### src/rtl/tpf_pkg.sv
//------------------------------------------------------------
// Behaviour
// - Channel A selector sits in bits 7:4, channel B in bits 3:0, active only with enable.
// - Code 0000 passes converted data, 0001 gives all zeros, 0010 gives all ones.
// - Code 0011 alternates 10101010101010 and its complement on successive samples.
// - Code 0100 gives a ramp rising by one each sample from zero to full scale.
// - Code 0101 gives the programmed custom word on every sample.
// - Code 0110 gives the deskew word 3aaa on every sample.
// - Code 1000 gives a new pseudo-random word every sample.
// - Code 1001 repeats 0, 2399, 8192, 13984, 16383, 13984, 8192, 2399.
// - Align bit 0 lets generators run free; 1 keeps all four channels in step.
// - Format bit 0 codes samples in two's complement, 1 in offset binary.
// - The global enable switches all outputs between normal data and patterns.
//------------------------------------------------------------
package tpf_pkg;

    localparam int DATA_W = 14;

    // register indices; byte address is four times the index
    localparam logic [7:0] IDX_BAND_C     = 8'h08;
    localparam logic [7:0] IDX_BAND_ALIGN = 8'h09;
    localparam logic [7:0] IDX_PAT_SEL    = 8'h0a;
    localparam logic [7:0] IDX_TP_CTRL    = 8'h0e;
    localparam logic [7:0] IDX_CUSTOM     = 8'h0f;
    localparam logic [7:0] IDX_STATUS     = 8'h10;

    // field positions
    localparam int BAND_LSB   = 2;
    localparam int ALIGN_BIT  = 1;
    localparam int FORMAT_BIT = 0;
    localparam int SEL_A_LSB  = 4;
    localparam int SEL_B_LSB  = 0;
    localparam int EN_BIT     = 0;

    // writable bits; the rest are fixed zero
    localparam logic [7:0]  MASK_BAND_C     = 8'h1c;
    localparam logic [7:0]  MASK_BAND_ALIGN = 8'h1f;
    localparam logic [7:0]  MASK_PAT_SEL    = 8'hff;
    localparam logic [7:0]  MASK_TP_CTRL    = 8'h01;
    localparam logic [15:0] MASK_CUSTOM     = 16'h3fff;

    // values after reset
    localparam logic [7:0]  RST_REG8   = 8'h00;
    localparam logic [13:0] RST_CUSTOM = 14'h0000;
    localparam logic [14:0] PRBS_SEED  = 15'h7fff;

    // selector codes
    localparam logic [3:0] PAT_NORMAL = 4'h0;
    localparam logic [3:0] PAT_ZEROS  = 4'h1;
    localparam logic [3:0] PAT_ONES   = 4'h2;
    localparam logic [3:0] PAT_TOGGLE = 4'h3;
    localparam logic [3:0] PAT_RAMP   = 4'h4;
    localparam logic [3:0] PAT_CUSTOM = 4'h5;
    localparam logic [3:0] PAT_DESKEW = 4'h6;
    localparam logic [3:0] PAT_PRBS   = 4'h8;
    localparam logic [3:0] PAT_SINE   = 4'h9;

    // pattern words
    localparam logic [13:0] TOGGLE_WORD = 14'h2aaa;
    localparam logic [13:0] DESKEW_WORD = 14'h3aaa;
    localparam logic [13:0] SINE_0      = 14'h0000;
    localparam logic [13:0] SINE_1      = 14'h095f;
    localparam logic [13:0] SINE_2      = 14'h2000;
    localparam logic [13:0] SINE_3      = 14'h36a0;
    localparam logic [13:0] SINE_4      = 14'h3fff;

    typedef struct packed {
        logic        enable;
        logic        align;
        logic        offset_bin;
        logic [3:0]  sel_a;
        logic [3:0]  sel_b;
        logic [13:0] custom;
    } tpf_cfg_t;

endpackage

### src/rtl/tpf_prbs.sv
//------------------------------------------------------------
// lfsr x^15 + x^14 + 1, advanced one word per clock
//------------------------------------------------------------
module tpf_prbs
#(
    parameter int WORD_W = 14
)
(
    // clock and reset
    input  wire logic              i_mclk,
    input  wire logic              i_sys_rst,
    // control
    input  wire logic              i_restart,
    // word out
    output logic [WORD_W-1:0]      o_word
);

    logic [14:0] lfsr_q;
    logic [14:0] lfsr_d;

    if (WORD_W > 15)
    begin : g_chk
        $error("tpf_prbs: word wider than the lfsr");
    end

    // one shift per output bit so successive words do not overlap
    always_comb
    begin
        lfsr_d = lfsr_q;
        for (int i = 0; i < WORD_W; i++)
        begin
            lfsr_d = {lfsr_d[13:0], lfsr_d[14] ^ lfsr_d[13]};
        end
    end

    always_ff @(posedge i_mclk)
    begin
        if (i_sys_rst || i_restart)
            lfsr_q <= tpf_pkg::PRBS_SEED;
        else
            lfsr_q <= lfsr_d;
    end

    assign o_word = lfsr_q[WORD_W-1:0];

endmodule

### src/rtl/tpf_pattern_gen.sv
//------------------------------------------------------------
// one channel's pattern source
//------------------------------------------------------------
module tpf_pattern_gen
#(
    parameter int DATA_W = 14
)
(
    // clock and reset
    input  wire logic              i_mclk,
    input  wire logic              i_sys_rst,
    // control
    input  wire logic              i_restart,
    input  wire logic [3:0]        i_sel,
    input  wire logic [DATA_W-1:0] i_custom,
    // pattern out
    output logic [DATA_W-1:0]      o_pattern,
    output logic [DATA_W-1:0]      o_ramp
);

    logic [DATA_W-1:0] ramp_q;
    logic              toggle_q;
    logic [2:0]        sine_q;
    logic [DATA_W-1:0] prbs_word;
    logic [DATA_W-1:0] sine_word;

    if (DATA_W != tpf_pkg::DATA_W)
    begin : g_chk
        $error("tpf_pattern_gen: pattern words are 14 bits");
    end

    tpf_prbs #(.WORD_W(DATA_W)) u_prbs
    (
        .i_mclk    (i_mclk),
        .i_sys_rst (i_sys_rst),
        .i_restart (i_restart),
        .o_word    (prbs_word)
    );

    // all sequences step every sample so a restart lines them up
    always_ff @(posedge i_mclk)
    begin
        if (i_sys_rst || i_restart)
        begin
            ramp_q   <= '0;
            toggle_q <= 1'b0;
            sine_q   <= '0;
        end
        else
        begin
            ramp_q   <= ramp_q + 1'b1;
            toggle_q <= ~toggle_q;
            sine_q   <= sine_q + 3'h1;
        end
    end

    assign sine_word = (sine_q == 3'h0) ? tpf_pkg::SINE_0 :
                       (sine_q == 3'h4) ? tpf_pkg::SINE_4 :
                       (sine_q[1:0] == 2'h2) ? tpf_pkg::SINE_2 :
                       (sine_q == 3'h3 || sine_q == 3'h5) ? tpf_pkg::SINE_3 :
                       tpf_pkg::SINE_1;

    // reserved codes give zeros
    assign o_pattern =
        (i_sel == tpf_pkg::PAT_ONES)   ? '1 :
        (i_sel == tpf_pkg::PAT_TOGGLE) ? (toggle_q ? ~tpf_pkg::TOGGLE_WORD
                                                   : tpf_pkg::TOGGLE_WORD) :
        (i_sel == tpf_pkg::PAT_RAMP)   ? ramp_q :
        (i_sel == tpf_pkg::PAT_CUSTOM) ? i_custom :
        (i_sel == tpf_pkg::PAT_DESKEW) ? tpf_pkg::DESKEW_WORD :
        (i_sel == tpf_pkg::PAT_PRBS)   ? prbs_word :
        (i_sel == tpf_pkg::PAT_SINE)   ? sine_word :
        '0;

    assign o_ramp = ramp_q;

endmodule

### src/rtl/tpf_formatter.sv
//------------------------------------------------------------
// test pattern and output format stage, channels a and b
//------------------------------------------------------------
module tpf_formatter
#(
    parameter int DATA_W = 14
)
(
    // clock and reset
    input  wire logic              i_mclk,
    input  wire logic              i_sys_rst,
    // avalon-mm slave
    input  wire logic [7:0]        i_avs_address,
    input  wire logic              i_avs_read,
    input  wire logic              i_avs_write,
    input  wire logic [31:0]       i_avs_writedata,
    input  wire logic [3:0]        i_avs_byteenable,
    output logic [31:0]            o_avs_readdata,
    output logic                   o_avs_waitrequest,
    // converted samples, offset binary from the core
    input  wire logic [DATA_W-1:0] i_conv_a,
    input  wire logic [DATA_W-1:0] i_conv_b,
    // formatted samples
    output logic [DATA_W-1:0]      o_data_a,
    output logic [DATA_W-1:0]      o_data_b,
    // settings for the channel c and d paths
    output logic [2:0]             o_freq_band_cfg_c,
    output logic [2:0]             o_freq_band_cfg_d,
    output logic                   o_pattern_en,
    output logic                   o_pattern_align,
    output logic                   o_pattern_restart
);

    if (DATA_W != tpf_pkg::DATA_W)
    begin : g_chk
        $error("tpf_formatter: only 14-bit samples are served");
    end

    //------------------------------------------------------------
    // registers
    //------------------------------------------------------------
    logic [7:0]        band_c_q;
    logic [7:0]        band_align_q;
    logic [7:0]        pat_sel_q;
    logic [7:0]        tp_ctrl_q;
    logic [13:0]       custom_q;
    logic              wait_q;
    logic [31:0]       rdata_q;

    tpf_pkg::tpf_cfg_t cfg;

    //------------------------------------------------------------
    // address decode
    //------------------------------------------------------------
    wire [7:0] addr_band_c     = {tpf_pkg::IDX_BAND_C[5:0], 2'b00};
    wire [7:0] addr_band_align = {tpf_pkg::IDX_BAND_ALIGN[5:0], 2'b00};
    wire [7:0] addr_pat_sel    = {tpf_pkg::IDX_PAT_SEL[5:0], 2'b00};
    wire [7:0] addr_tp_ctrl    = {tpf_pkg::IDX_TP_CTRL[5:0], 2'b00};
    wire [7:0] addr_custom     = {tpf_pkg::IDX_CUSTOM[5:0], 2'b00};
    wire [7:0] addr_status     = {tpf_pkg::IDX_STATUS[5:0], 2'b00};

    wire hit_band_c     = (i_avs_address == addr_band_c);
    wire hit_band_align = (i_avs_address == addr_band_align);
    wire hit_pat_sel    = (i_avs_address == addr_pat_sel);
    wire hit_tp_ctrl    = (i_avs_address == addr_tp_ctrl);
    wire hit_custom     = (i_avs_address == addr_custom);
    wire hit_status     = (i_avs_address == addr_status);

    // one wait cycle, then the request completes
    wire req     = i_avs_read | i_avs_write;
    wire accept  = req & wait_q;
    wire wr_fire = i_avs_write & ~wait_q;
    wire lane0   = wr_fire & i_avs_byteenable[0];
    wire lane1   = wr_fire & i_avs_byteenable[1];

    // masked write values keep fixed-zero bits at zero
    wire [7:0] wd0      = i_avs_writedata[7:0];
    wire [7:0] band_c_d = wd0 & tpf_pkg::MASK_BAND_C;
    wire [7:0] band_a_d = wd0 & tpf_pkg::MASK_BAND_ALIGN;
    wire [7:0] pat_d    = wd0 & tpf_pkg::MASK_PAT_SEL;
    wire [7:0] ctrl_d   = wd0 & tpf_pkg::MASK_TP_CTRL;
    wire [15:0] cust_w  = i_avs_writedata[15:0] & tpf_pkg::MASK_CUSTOM;

    //------------------------------------------------------------
    // configuration fields
    //------------------------------------------------------------
    assign cfg.enable     = tp_ctrl_q[tpf_pkg::EN_BIT];
    assign cfg.align      = band_align_q[tpf_pkg::ALIGN_BIT];
    assign cfg.offset_bin = band_align_q[tpf_pkg::FORMAT_BIT];
    assign cfg.sel_a      = pat_sel_q[tpf_pkg::SEL_A_LSB +: 4];
    assign cfg.sel_b      = pat_sel_q[tpf_pkg::SEL_B_LSB +: 4];
    assign cfg.custom     = custom_q;

    //------------------------------------------------------------
    // pattern restart and alignment
    //------------------------------------------------------------
    logic [3:0] sel_a_prev_q;
    logic [3:0] sel_b_prev_q;
    logic       align_prev_q;
    logic       en_prev_q;
    logic       restart_a_q;
    logic       restart_b_q;
    logic       restart_all_q;

    wire chg_a    = (cfg.sel_a != sel_a_prev_q);
    wire chg_b    = (cfg.sel_b != sel_b_prev_q);
    wire en_rise  = cfg.enable & ~en_prev_q;
    wire al_rise  = cfg.align & ~align_prev_q;
    wire any_chg  = chg_a | chg_b | en_rise | al_rise;

    // aligned: any change restarts every channel together;
    // free running: each channel restarts on its own selector change or on the enable rising
    wire restart_a_d = cfg.align ? any_chg : (chg_a | en_rise);
    wire restart_b_d = cfg.align ? any_chg : (chg_b | en_rise);
    wire restart_all = cfg.align & any_chg;

    always_ff @(posedge i_mclk)
    begin
        if (i_sys_rst)
        begin
            sel_a_prev_q  <= tpf_pkg::PAT_NORMAL;
            sel_b_prev_q  <= tpf_pkg::PAT_NORMAL;
            align_prev_q  <= 1'b0;
            en_prev_q     <= 1'b0;
            restart_a_q   <= 1'b0;
            restart_b_q   <= 1'b0;
            restart_all_q <= 1'b0;
        end
        else
        begin
            sel_a_prev_q  <= cfg.sel_a;
            sel_b_prev_q  <= cfg.sel_b;
            align_prev_q  <= cfg.align;
            en_prev_q     <= cfg.enable;
            restart_a_q   <= restart_a_d;
            restart_b_q   <= restart_b_d;
            restart_all_q <= restart_all;
        end
    end

    //------------------------------------------------------------
    // pattern sources
    //------------------------------------------------------------
    logic [DATA_W-1:0] pat_a;
    logic [DATA_W-1:0] pat_b;
    logic [DATA_W-1:0] ramp_a;

    tpf_pattern_gen #(.DATA_W(DATA_W)) u_gen_a
    (
        .i_mclk    (i_mclk),
        .i_sys_rst (i_sys_rst),
        .i_restart (restart_a_q),
        .i_sel     (cfg.sel_a),
        .i_custom  (cfg.custom),
        .o_pattern (pat_a),
        .o_ramp    (ramp_a)
    );

    tpf_pattern_gen #(.DATA_W(DATA_W)) u_gen_b
    (
        .i_mclk    (i_mclk),
        .i_sys_rst (i_sys_rst),
        .i_restart (restart_b_q),
        .i_sel     (cfg.sel_b),
        .i_custom  (cfg.custom),
        .o_pattern (pat_b),
        .o_ramp    ()
    );

    //------------------------------------------------------------
    // output selection and coding
    //------------------------------------------------------------
    // core delivers offset binary; two's complement flips the msb.
    // patterns bypass the coder so their words stay as defined.
    wire [DATA_W-1:0] fmt_a = cfg.offset_bin ? i_conv_a
                            : {~i_conv_a[DATA_W-1], i_conv_a[DATA_W-2:0]};
    wire [DATA_W-1:0] fmt_b = cfg.offset_bin ? i_conv_b
                            : {~i_conv_b[DATA_W-1], i_conv_b[DATA_W-2:0]};

    wire use_pat_a = cfg.enable & (cfg.sel_a != tpf_pkg::PAT_NORMAL);
    wire use_pat_b = cfg.enable & (cfg.sel_b != tpf_pkg::PAT_NORMAL);

    wire [DATA_W-1:0] data_a_d = use_pat_a ? pat_a : fmt_a;
    wire [DATA_W-1:0] data_b_d = use_pat_b ? pat_b : fmt_b;

    always_ff @(posedge i_mclk)
    begin
        if (i_sys_rst)
        begin
            o_data_a          <= '0;
            o_data_b          <= '0;
            o_freq_band_cfg_c <= '0;
            o_freq_band_cfg_d <= '0;
            o_pattern_en      <= 1'b0;
            o_pattern_align   <= 1'b0;
            o_pattern_restart <= 1'b0;
        end
        else
        begin
            o_data_a          <= data_a_d;
            o_data_b          <= data_b_d;
            o_freq_band_cfg_c <= band_c_q[tpf_pkg::BAND_LSB +: 3];
            o_freq_band_cfg_d <= band_align_q[tpf_pkg::BAND_LSB +: 3];
            o_pattern_en      <= cfg.enable;
            o_pattern_align   <= cfg.align;
            o_pattern_restart <= restart_all_q;
        end
    end

    //------------------------------------------------------------
    // register writes
    //------------------------------------------------------------
    always_ff @(posedge i_mclk)
    begin
        if (i_sys_rst)
        begin
            band_c_q     <= tpf_pkg::RST_REG8;
            band_align_q <= tpf_pkg::RST_REG8;
            pat_sel_q    <= tpf_pkg::RST_REG8;
            tp_ctrl_q    <= tpf_pkg::RST_REG8;
        end
        else if (lane0)
        begin
            if (hit_band_c)
                band_c_q <= band_c_d;
            if (hit_band_align)
                band_align_q <= band_a_d;
            if (hit_pat_sel)
                pat_sel_q <= pat_d;
            if (hit_tp_ctrl)
                tp_ctrl_q <= ctrl_d;
        end
    end

    always_ff @(posedge i_mclk)
    begin
        if (i_sys_rst)
            custom_q <= tpf_pkg::RST_CUSTOM;
        else if (hit_custom)
        begin
            if (lane0)
                custom_q[7:0] <= cust_w[7:0];
            if (lane1)
                custom_q[13:8] <= cust_w[13:8];
        end
    end

    //------------------------------------------------------------
    // read path and handshake
    //------------------------------------------------------------
    // status shows what each channel is actually putting out
    wire [31:0] status_w = {2'b00, ramp_a, 12'h000,
                            cfg.align, use_pat_b, use_pat_a, cfg.enable};

    // unmapped addresses read zero and ignore writes
    wire [31:0] rd_mux =
        hit_band_c     ? {24'h000000, band_c_q} :
        hit_band_align ? {24'h000000, band_align_q} :
        hit_pat_sel    ? {24'h000000, pat_sel_q} :
        hit_tp_ctrl    ? {24'h000000, tp_ctrl_q} :
        hit_custom     ? {18'h00000, custom_q} :
        hit_status     ? status_w :
        32'h00000000;

    always_ff @(posedge i_mclk)
    begin
        if (i_sys_rst)
        begin
            wait_q  <= 1'b1;
            rdata_q <= '0;
        end
        else
        begin
            wait_q <= ~accept;
            if (accept && i_avs_read)
                rdata_q <= rd_mux;
        end
    end

    assign o_avs_waitrequest = wait_q;
    assign o_avs_readdata    = rdata_q;

endmodule

### config.mk
export PLATFORM = sky130hd
export DESIGN_NAME = tpf_formatter
export DESIGN_NICKNAME = d
export VERILOG_FILES = /design/src/rtl/tpf_pkg.sv /design/src/rtl/tpf_prbs.sv /design/src/rtl/tpf_pattern_gen.sv /design/src/rtl/tpf_formatter.sv
export SDC_FILE = /design/constraint.sdc
export NUM_CORES = 1
export LEC_CHECK = 0
export BUFFER_PORTS_ARGS = -buffer_cell sky130_fd_sc_hd__clkbuf_2
export CORE_MARGIN = 5
export CORE_UTILIZATION = 51
export CTS_BUF_LIST = sky130_fd_sc_hd__clkbuf_16
export DETAILED_ROUTE_END_ITERATION = 10
export PLACE_DENSITY = 0.74
export SLEW_MARGIN = 20
export SYNTH_ARGS = -nofsm -noshare
export SYNTH_HDL_FRONTEND = slang
export SYNTH_HIERARCHICAL = 1
export SYNTH_SLANG_ARGS = --single-unit
### constraint.sdc
create_clock -name i_mclk -period 2 [get_ports i_mclk]
set_input_delay 0.2 -clock i_mclk [delete_from_list [all_inputs] [get_ports i_mclk]]
set_output_delay 0.2 -clock i_mclk [all_outputs]
set_load 0.01 [all_outputs]
---- Word-level counts from Yosys, hierarchy flattened ----
Index checks and enable logic that the tools add are counted.
storage, ports and cells
  register bits ........................... 178
  bits of input ports ..................... 76
  output and inout port bits .............. 70
  word-level logic and storage cells ...... 164
operators by class
  $add $sub $neg .......................... 4
  eq/ne operators ......................... 30
  multiplexer cells ....................... 36
  bitwise logic cells ..................... 51
  reduce and logical (&&, ||, !) cells .... 15
operator list
  kind                                                             count
  14-bit two-way mux                                               28
  30-bit two-way mux                                               6
  8-bit by 6-bit == test with 1-bit output, second input constant  5
  14-bit by 1-bit adder with 14-bit output, second input constant  2
  1-bit XOR                                                        28
  4-bit by 3-bit == test with 1-bit output, second input constant  6
  4-bit by 2-bit == test with 1-bit output, second input constant  4
  4-bit == test, second input constant                             4
  3-bit == test, second input constant                             4
  2-bit AND reduction                                              6
  1-bit AND                                                        9
  8-bit by 7-bit == test with 1-bit output, second input constant  1
  4-bit inequality test                                            2
  1-bit NOT                                                        8
  4-bit nonzero test                                               2
  3-bit by 1-bit adder with 3-bit output, second input constant    2
  3-bit by 2-bit == test with 1-bit output, second input constant  2
  3-bit zero test                                                  2
  1-bit bitwise OR                                                 6
  2-bit == test, second input constant                             2
  1-bit logical OR                                                 4
  1-bit two-way mux                                                2
  1-bit logical AND                                                1

---- Depth between registers and ports, before layout ----
  word-level depth ........................ 14
  gate-level depth with buffers ........... 8
  gate-level depth less buffers ........... 8

---- Cells and area by module ----
Netlist, hierarchy kept.
by module, submodules not included
  module           times used  cells each  area an instance (µm²)  sequential area each (µm²)
  tpf_formatter    1           459         4106.4                  2162.1
  tpf_pattern_gen  2           209         1575.3                  360.3
  tpf_prbs         2           60          609.3                   300.3

---- Least setup slack after synthesis ----
Ideal clock, no wire load.
  path kind ............................... in2reg
  start ................................... input port i_avs_address[1]
  end ..................................... register rdata_q[2] (netlist: o_avs_readdata[2])
  library setup time ...................... 0.096 ns
  data arrival time ....................... 1.733 ns
  required time ........................... 1.904 ns
  path slack .............................. 0.171 ns
  stages on the path ...................... 5
  path buffers ............................ 0
  cells stage by stage .................... or4_1 -> or4_4 -> o22ai_1 -> a21oi_1 -> o41ai_2
on the way
  cells in the longest elaborated chain, start to end .. 7
  elaborated cells on any way between the ends .. 12
  those cells by class .................... 6 x eq/ne; 6 x mux
RTL lines
  what                                      line                  source
  from (decl)                               tpf_formatter.sv:13   input wire logic [7:0] i_avs_address,
  8-bit by 7-bit == test with 1-bit output  tpf_formatter.sv:67   wire hit_status = (i_avs_address == addr_status);
  30-bit two-way mux                        tpf_formatter.sv:262  hit_status ? status_w :
  30-bit two-way mux                        tpf_formatter.sv:261  hit_custom ? {18'h00000, custom_q} :
  30-bit two-way mux                        tpf_formatter.sv:260  hit_tp_ctrl ? {24'h000000, tp_ctrl_q} :
  30-bit two-way mux                        tpf_formatter.sv:259  hit_pat_sel ? {24'h000000, pat_sel_q} :
  30-bit two-way mux                        tpf_formatter.sv:258  hit_band_align ? {24'h000000, band_align_q} :
  30-bit two-way mux (*)                    tpf_formatter.sv:257  hit_band_c ? {24'h000000, band_c_q} :
  to (signal assigned)                      tpf_formatter.sv:276  rdata_q <= rd_mux;
  to (decl)                                 tpf_formatter.sv:48   logic [31:0] rdata_q;
Every way passes the cells marked *; elsewhere a longest branch is shown, timed or not.
A chain may end at the register's enable or synchronous reset.

---- Final worst setup path ----
  start ................................... register u_gen_b.sine_q[0]
  end ..................................... register o_data_b[2]
on the way
  cells in the longest elaborated chain, start to end .. 14
  elaborated cells on any way between the ends .. 18
  those cells by class .................... 4 x eq/ne; 12 x mux; 2 x reduce/logical
RTL lines
  what                                                                       line                   source
  from (decl)                                                                tpf_pattern_gen.sv:23  logic [2:0] sine_q;
  from (signal assigned)                                                     tpf_pattern_gen.sv:53  sine_q <= sine_q + 3'h1;
  3-bit by 2-bit == test with 1-bit output or 3-bit == test (tied branches)  tpf_pattern_gen.sv:60  (sine_q == 3'h3 || sine_q == 3'h5) ? tpf_pkg::SINE_3 :
  1-bit logical OR                                                           tpf_pattern_gen.sv:60
  14-bit two-way mux                                                         tpf_pattern_gen.sv:60
  14-bit two-way mux                                                         tpf_pattern_gen.sv:59  (sine_q[1:0] == 2'h2) ? tpf_pkg::SINE_2 :
  14-bit two-way mux                                                         tpf_pattern_gen.sv:58  (sine_q == 3'h4) ? tpf_pkg::SINE_4 :
  14-bit two-way mux (*)                                                     tpf_pattern_gen.sv:57  assign sine_word = (sine_q == 3'h0) ? tpf_pkg::SINE_0 :
  14-bit two-way mux (*)                                                     tpf_pattern_gen.sv:72  (i_sel == tpf_pkg::PAT_SINE) ? sine_word :
  14-bit two-way mux (*)                                                     tpf_pattern_gen.sv:71  (i_sel == tpf_pkg::PAT_PRBS) ? prbs_word :
  14-bit two-way mux (*)                                                     tpf_pattern_gen.sv:70  (i_sel == tpf_pkg::PAT_DESKEW) ? tpf_pkg::DESKEW_WORD :
  14-bit two-way mux (*)                                                     tpf_pattern_gen.sv:69  (i_sel == tpf_pkg::PAT_CUSTOM) ? i_custom :
  14-bit two-way mux (*)                                                     tpf_pattern_gen.sv:68  (i_sel == tpf_pkg::PAT_RAMP) ? ramp_q :
  14-bit two-way mux (*)                                                     tpf_pattern_gen.sv:66  (i_sel == tpf_pkg::PAT_TOGGLE) ? (toggle_q ? ~tpf_pkg::TOGGLE_WORD
  14-bit two-way mux (*)                                                     tpf_pattern_gen.sv:65  (i_sel == tpf_pkg::PAT_ONES) ? '1 :
  via pat_b[2]                                                               tpf_formatter.sv:145   logic [DATA_W-1:0] pat_b;
  14-bit two-way mux (*)                                                     tpf_formatter.sv:184   wire [DATA_W-1:0] data_b_d = use_pat_b ? pat_b : fmt_b;
  to (signal assigned)                                                       tpf_formatter.sv:201   o_data_b <= data_b_d;
  to (decl)                                                                  tpf_formatter.sv:25    output logic [DATA_W-1:0] o_data_b,
The timed path passes the listed nets; every way through them passes the cells marked *.

==> results.json <==
{
  "outcome": "finished clean",
  "powerDensity_nw_per_um2": 840.5,
  "skew_ns": 0.007618,
  "syn_inst": 997,
  "min_to": "custom_q[12]$_SDFFE_PP0P_",
  "overflow": 0,
  "final_nets": 1209,
  "slew_viol_final": 0,
  "dieArea_um2": 19300,
  "grt_pass1_vias": 7060,
  "die_h_um": 138.9,
  "cts_tree": "done",
  "cts_buffer_depth": 2,
  "critPathLaunchType": "flip-flop",
  "wl_um": 21970,
  "fp-row-count": 47,
  "power_w": 0.008499,
  "p_leak_nw": 4.136,
  "synth.avg_cell_area_um2": 8.501,
  "io_buffers": 121,
  "crit_required_ns": 2.36,
  "multi_input_area_um2": 4482,
  "wire_per_inst_um": 16.23,
  "antenna_cells": 0,
  "clkSlewWorstSetupHoldPaths_ns": 0.07,
  "reg2reg_from": "u_gen_b/sine_q[0]$_SDFF_PP0_",
  "whs_path_depth": 3,
  "drtAntennaViolNets": 0,
  "path_class": "reg -> reg",
  "finalSetupViolCount": 0,
  "hold_class": "in -> reg",
  "use_met2_pct": 37.94,
  "setup.worst_path.end_class": "flip-flop",
  "worst-path-max-fanout": 6,
  "finalCritPeriodShare_pct": 93.35,
  "synth_top_area_share_pct": 41.10,
  "timing.rr.end": "o_data_b[2]$_SDFF_PP0_",
  "worst_slew_pin_slew_ns": 0.5571,
  "layout_common_cells": "dfxtp_1 (171), nand2_1 (146), clkbuf_2 (120), nor2_1 (110), a21oi_1 (91)",
  "cp.arrival_ns": 2.23,
  "cts_buffers": 17,
  "grt_util_met3_pct": 4.793,
  "synth.top_cells.by_area": "dfxtp_1 (41%), nand2_1 (6.5%), a21oi_1 (5.5%)",
  "hpwl_um": 15950,
  "final_common_cell": "dfxtp_1",
  "synthArstFlopShare_pct": 0,
  "dr.pass1.iters": 5,
  "grt_use_met1_pct": 28.40,
  "grt_usage_pct": 22.44,
  "vias": 7333,
  "fillers": 1390,
  "layout-drive-gt1-share_pct": 21.96,
  "hold-worst-slack_ns": 0.01326,
  "period_needed_ns": 1.867,
  "netlist_area_um2": 8476,
  "drcViolationCount": 0,
  "synth_warnings": 6,
  "synth-seq-cells": 174,
  "synth_edf_count": 0,
  "via_per_inst": 5.416,
  "grt_pass1_wl_um": 35470,
  "start_util_pct": 51.47,
  "synth_top_cell_by_area": "dfxtp_1",
  "dr.first_iter.drc_count": 598,
  "synth_ff_type": "dfxtp_1",
  "area_growth_pct": 19.29,
  "pre_cts_slack_ns": 0.001767,
  "r2r_cells": 9,
  "reg2reg_slack_ns": 0.13,
  "synth-seq-area-share_pct": 41.10,
  "cts.sinks": 174,
  "timing.setup.tns_ns": 0,
  "antenna_found_initial": 0,
  "slew_headroom_pct": 62.86,
  "hold_path_startpoint": "i_avs_writedata[12]",
  "seq_area_um2": 3487,
  "rsz0062_at_grt": "false",
  "busiest_layer": "met2",
  "grt_max_degree": 61,
  "die-width_um": 138.9,
  "root_buffer": "clkbuf_16",
  "hold_viol": 0,
  "cap_violations": 0,
  "cts_max_level": 4,
  "coreArea_um2": 16470,
  "vdd_ir_drop_max_v": 0.0007187,
  "max_freq_mhz": 535.6,
  "yosys.cell_types.count": 69,
  "clk-insertion-delay-late_ns": 0.43,
  "gp_congestion": 0.9321,
  "ios": 146,
  "worst_slack_ns": 0.1329
}
-- what timing repair did --
action,4_1_cts,5_1_grt
hold buffers,27,0
setup endpoints to repair,0,14
setup buffers,0,1
resized for setup,0,11
endpoints found under the hold margin,27,0
-- where the power goes --
group | leakage [nW] | switching [W] | internal, W
registers | 1.42 | 0.000355 | 0.00380
logic | 2.43 | 0.000442 | 0.000567
clock network | 0.280 | 0.00138 | 0.00196
total | 4.14 | 0.00218 | 0.00632
-- through the flow --
stage / instances / instance area (µm²) / util [%]
after global routing: 1354 / 10110 / 61.41
final: 1354 / 10110 / 61.41
after detailed placement: 1296 / 9203 / 55.89
after global placement: 1296 / 9203 / 55.89
after floorplan: 1000 / 8487 / -
after CTS: 1353 / 10060 / 61.12
-- kinds of logic after synthesis --
kind of cell / count (synthesis) / share of synthesized area (%)
simple gates: 403 / 24.23
compound gates: 227 / 17.63
flops: 174 / 41.10
buf+inv: 100 / 6.761
xor+xnor: 62 / 6.407
mux: 20 / 2.362
fa+ha+maj: 10 / 1.476
other cells: 1 / 0.04424
-- flip-flops by register name, summed over array words and instances, names as in the netlist, 3 cells and up --
| name | count |
|---|---|
| o_avs_readdata | 28 |
| band_align_q | 5 |
| u_gen_a/o_ramp | 14 |
| band_c_q | 3 |
| o_data_b | 14 |
| u_gen_a/sine_q | 3 |
| o_data_a | 14 |
| custom_q | 14 |
| u_gen_a/u_prbs/lfsr_q | 15 |
| u_gen_b/u_prbs/lfsr_q | 15 |
| pat_sel_q | 8 |
| u_gen_b/sine_q | 3 |
| sel_b_prev_q | 4 |
| u_gen_b/o_ramp | 14 |
| o_freq_band_cfg_c | 3 |
| o_freq_band_cfg_d | 3 |
| sel_a_prev_q | 4 |
-- cells in the mapped netlist (3+ instances only) --
cell type and number:
o2bb2ai_1 8, xnor2_1 53, a22oi_1 36, and3b_1 3
nand3_2 3, nor2b_1 27, nor3b_2 4, nand2_2 4
buf_1 4, o21bai_1 6, a211oi_1 3, clkbuf_1 27
a21o_1 4, o22ai_1 5, buf_4 35, nand4_1 4
inv_1 14, and2_1 4, dfxtp_1 174, mux2i_1 20
a32oi_1 3, nand3_1 27, o22a_1 14, ha_1 10
nand2_1 146, o41ai_2 3, xor2_1 9, a21oi_1 93
o21ai_0 22, or3_1 14, nor2_1 110, nand2b_1 6
nor4_2 6, buf_2 11, o21ai_1 4, buf_6 7
o21a_1 12, nor3_1 14
-- how the worst max path moves through the flow --
stage	start	endpoint	slack, ns	cells after the start
5_1_grt	pat_sel_q[2]$_SDFFE_PP0P_	o_data_b[2]$_SDFF_PP0_	0.002	7
6_report	u_gen_b/sine_q[0]$_SDFF_PP0_	o_data_b[2]$_SDFF_PP0_	0.13	9
4_1_cts	u_gen_a/sine_q[0]$_SDFF_PP0_	o_data_a[11]$_SDFF_PP0_	0.07	8
3_3_place_gp	i_avs_address[1]	o_avs_readdata[1]$_SDFFE_PP0P_	0.04	6
3_5_place_dp	i_avs_address[1]	o_avs_readdata[1]$_SDFFE_PP0P_	0.002	6
2_1_floorplan	i_avs_address[1]	o_avs_readdata[2]$_SDFFE_PP0P_	0.17	5
-- critical path, cell delays in order, from the launching register on --
cell	delay (ns)
dfxtp_1	0.38
inv_1	0.09
ha_1	0.29
o21bai_1	0.19
a21oi_1	0.10
o22ai_2	0.29
buf_4	0.16
o22a_1	0.12
nand2_1	0.05
a21oi_1	0.13
-- per-layer routing --
metal	part of all wire, %	wire (µm)
met1	43	9523
met3	5.6	1233
met5	0	0
met2	49	10690
met4	2.4	520
-- layout make-up --
class / instances / area share (%)
multi-input cells: 726 / 44.33
flip-flops and latches: 174 / 34.49
repair buffers: 188 / 12.03
clock buffers: 17 / 4.207
well taps: 220 / 2.722
clock inverters: 13 / 1.633
inverters: 16 / 0.5940
No activity file was read; power rests on OpenSTA's default activity.
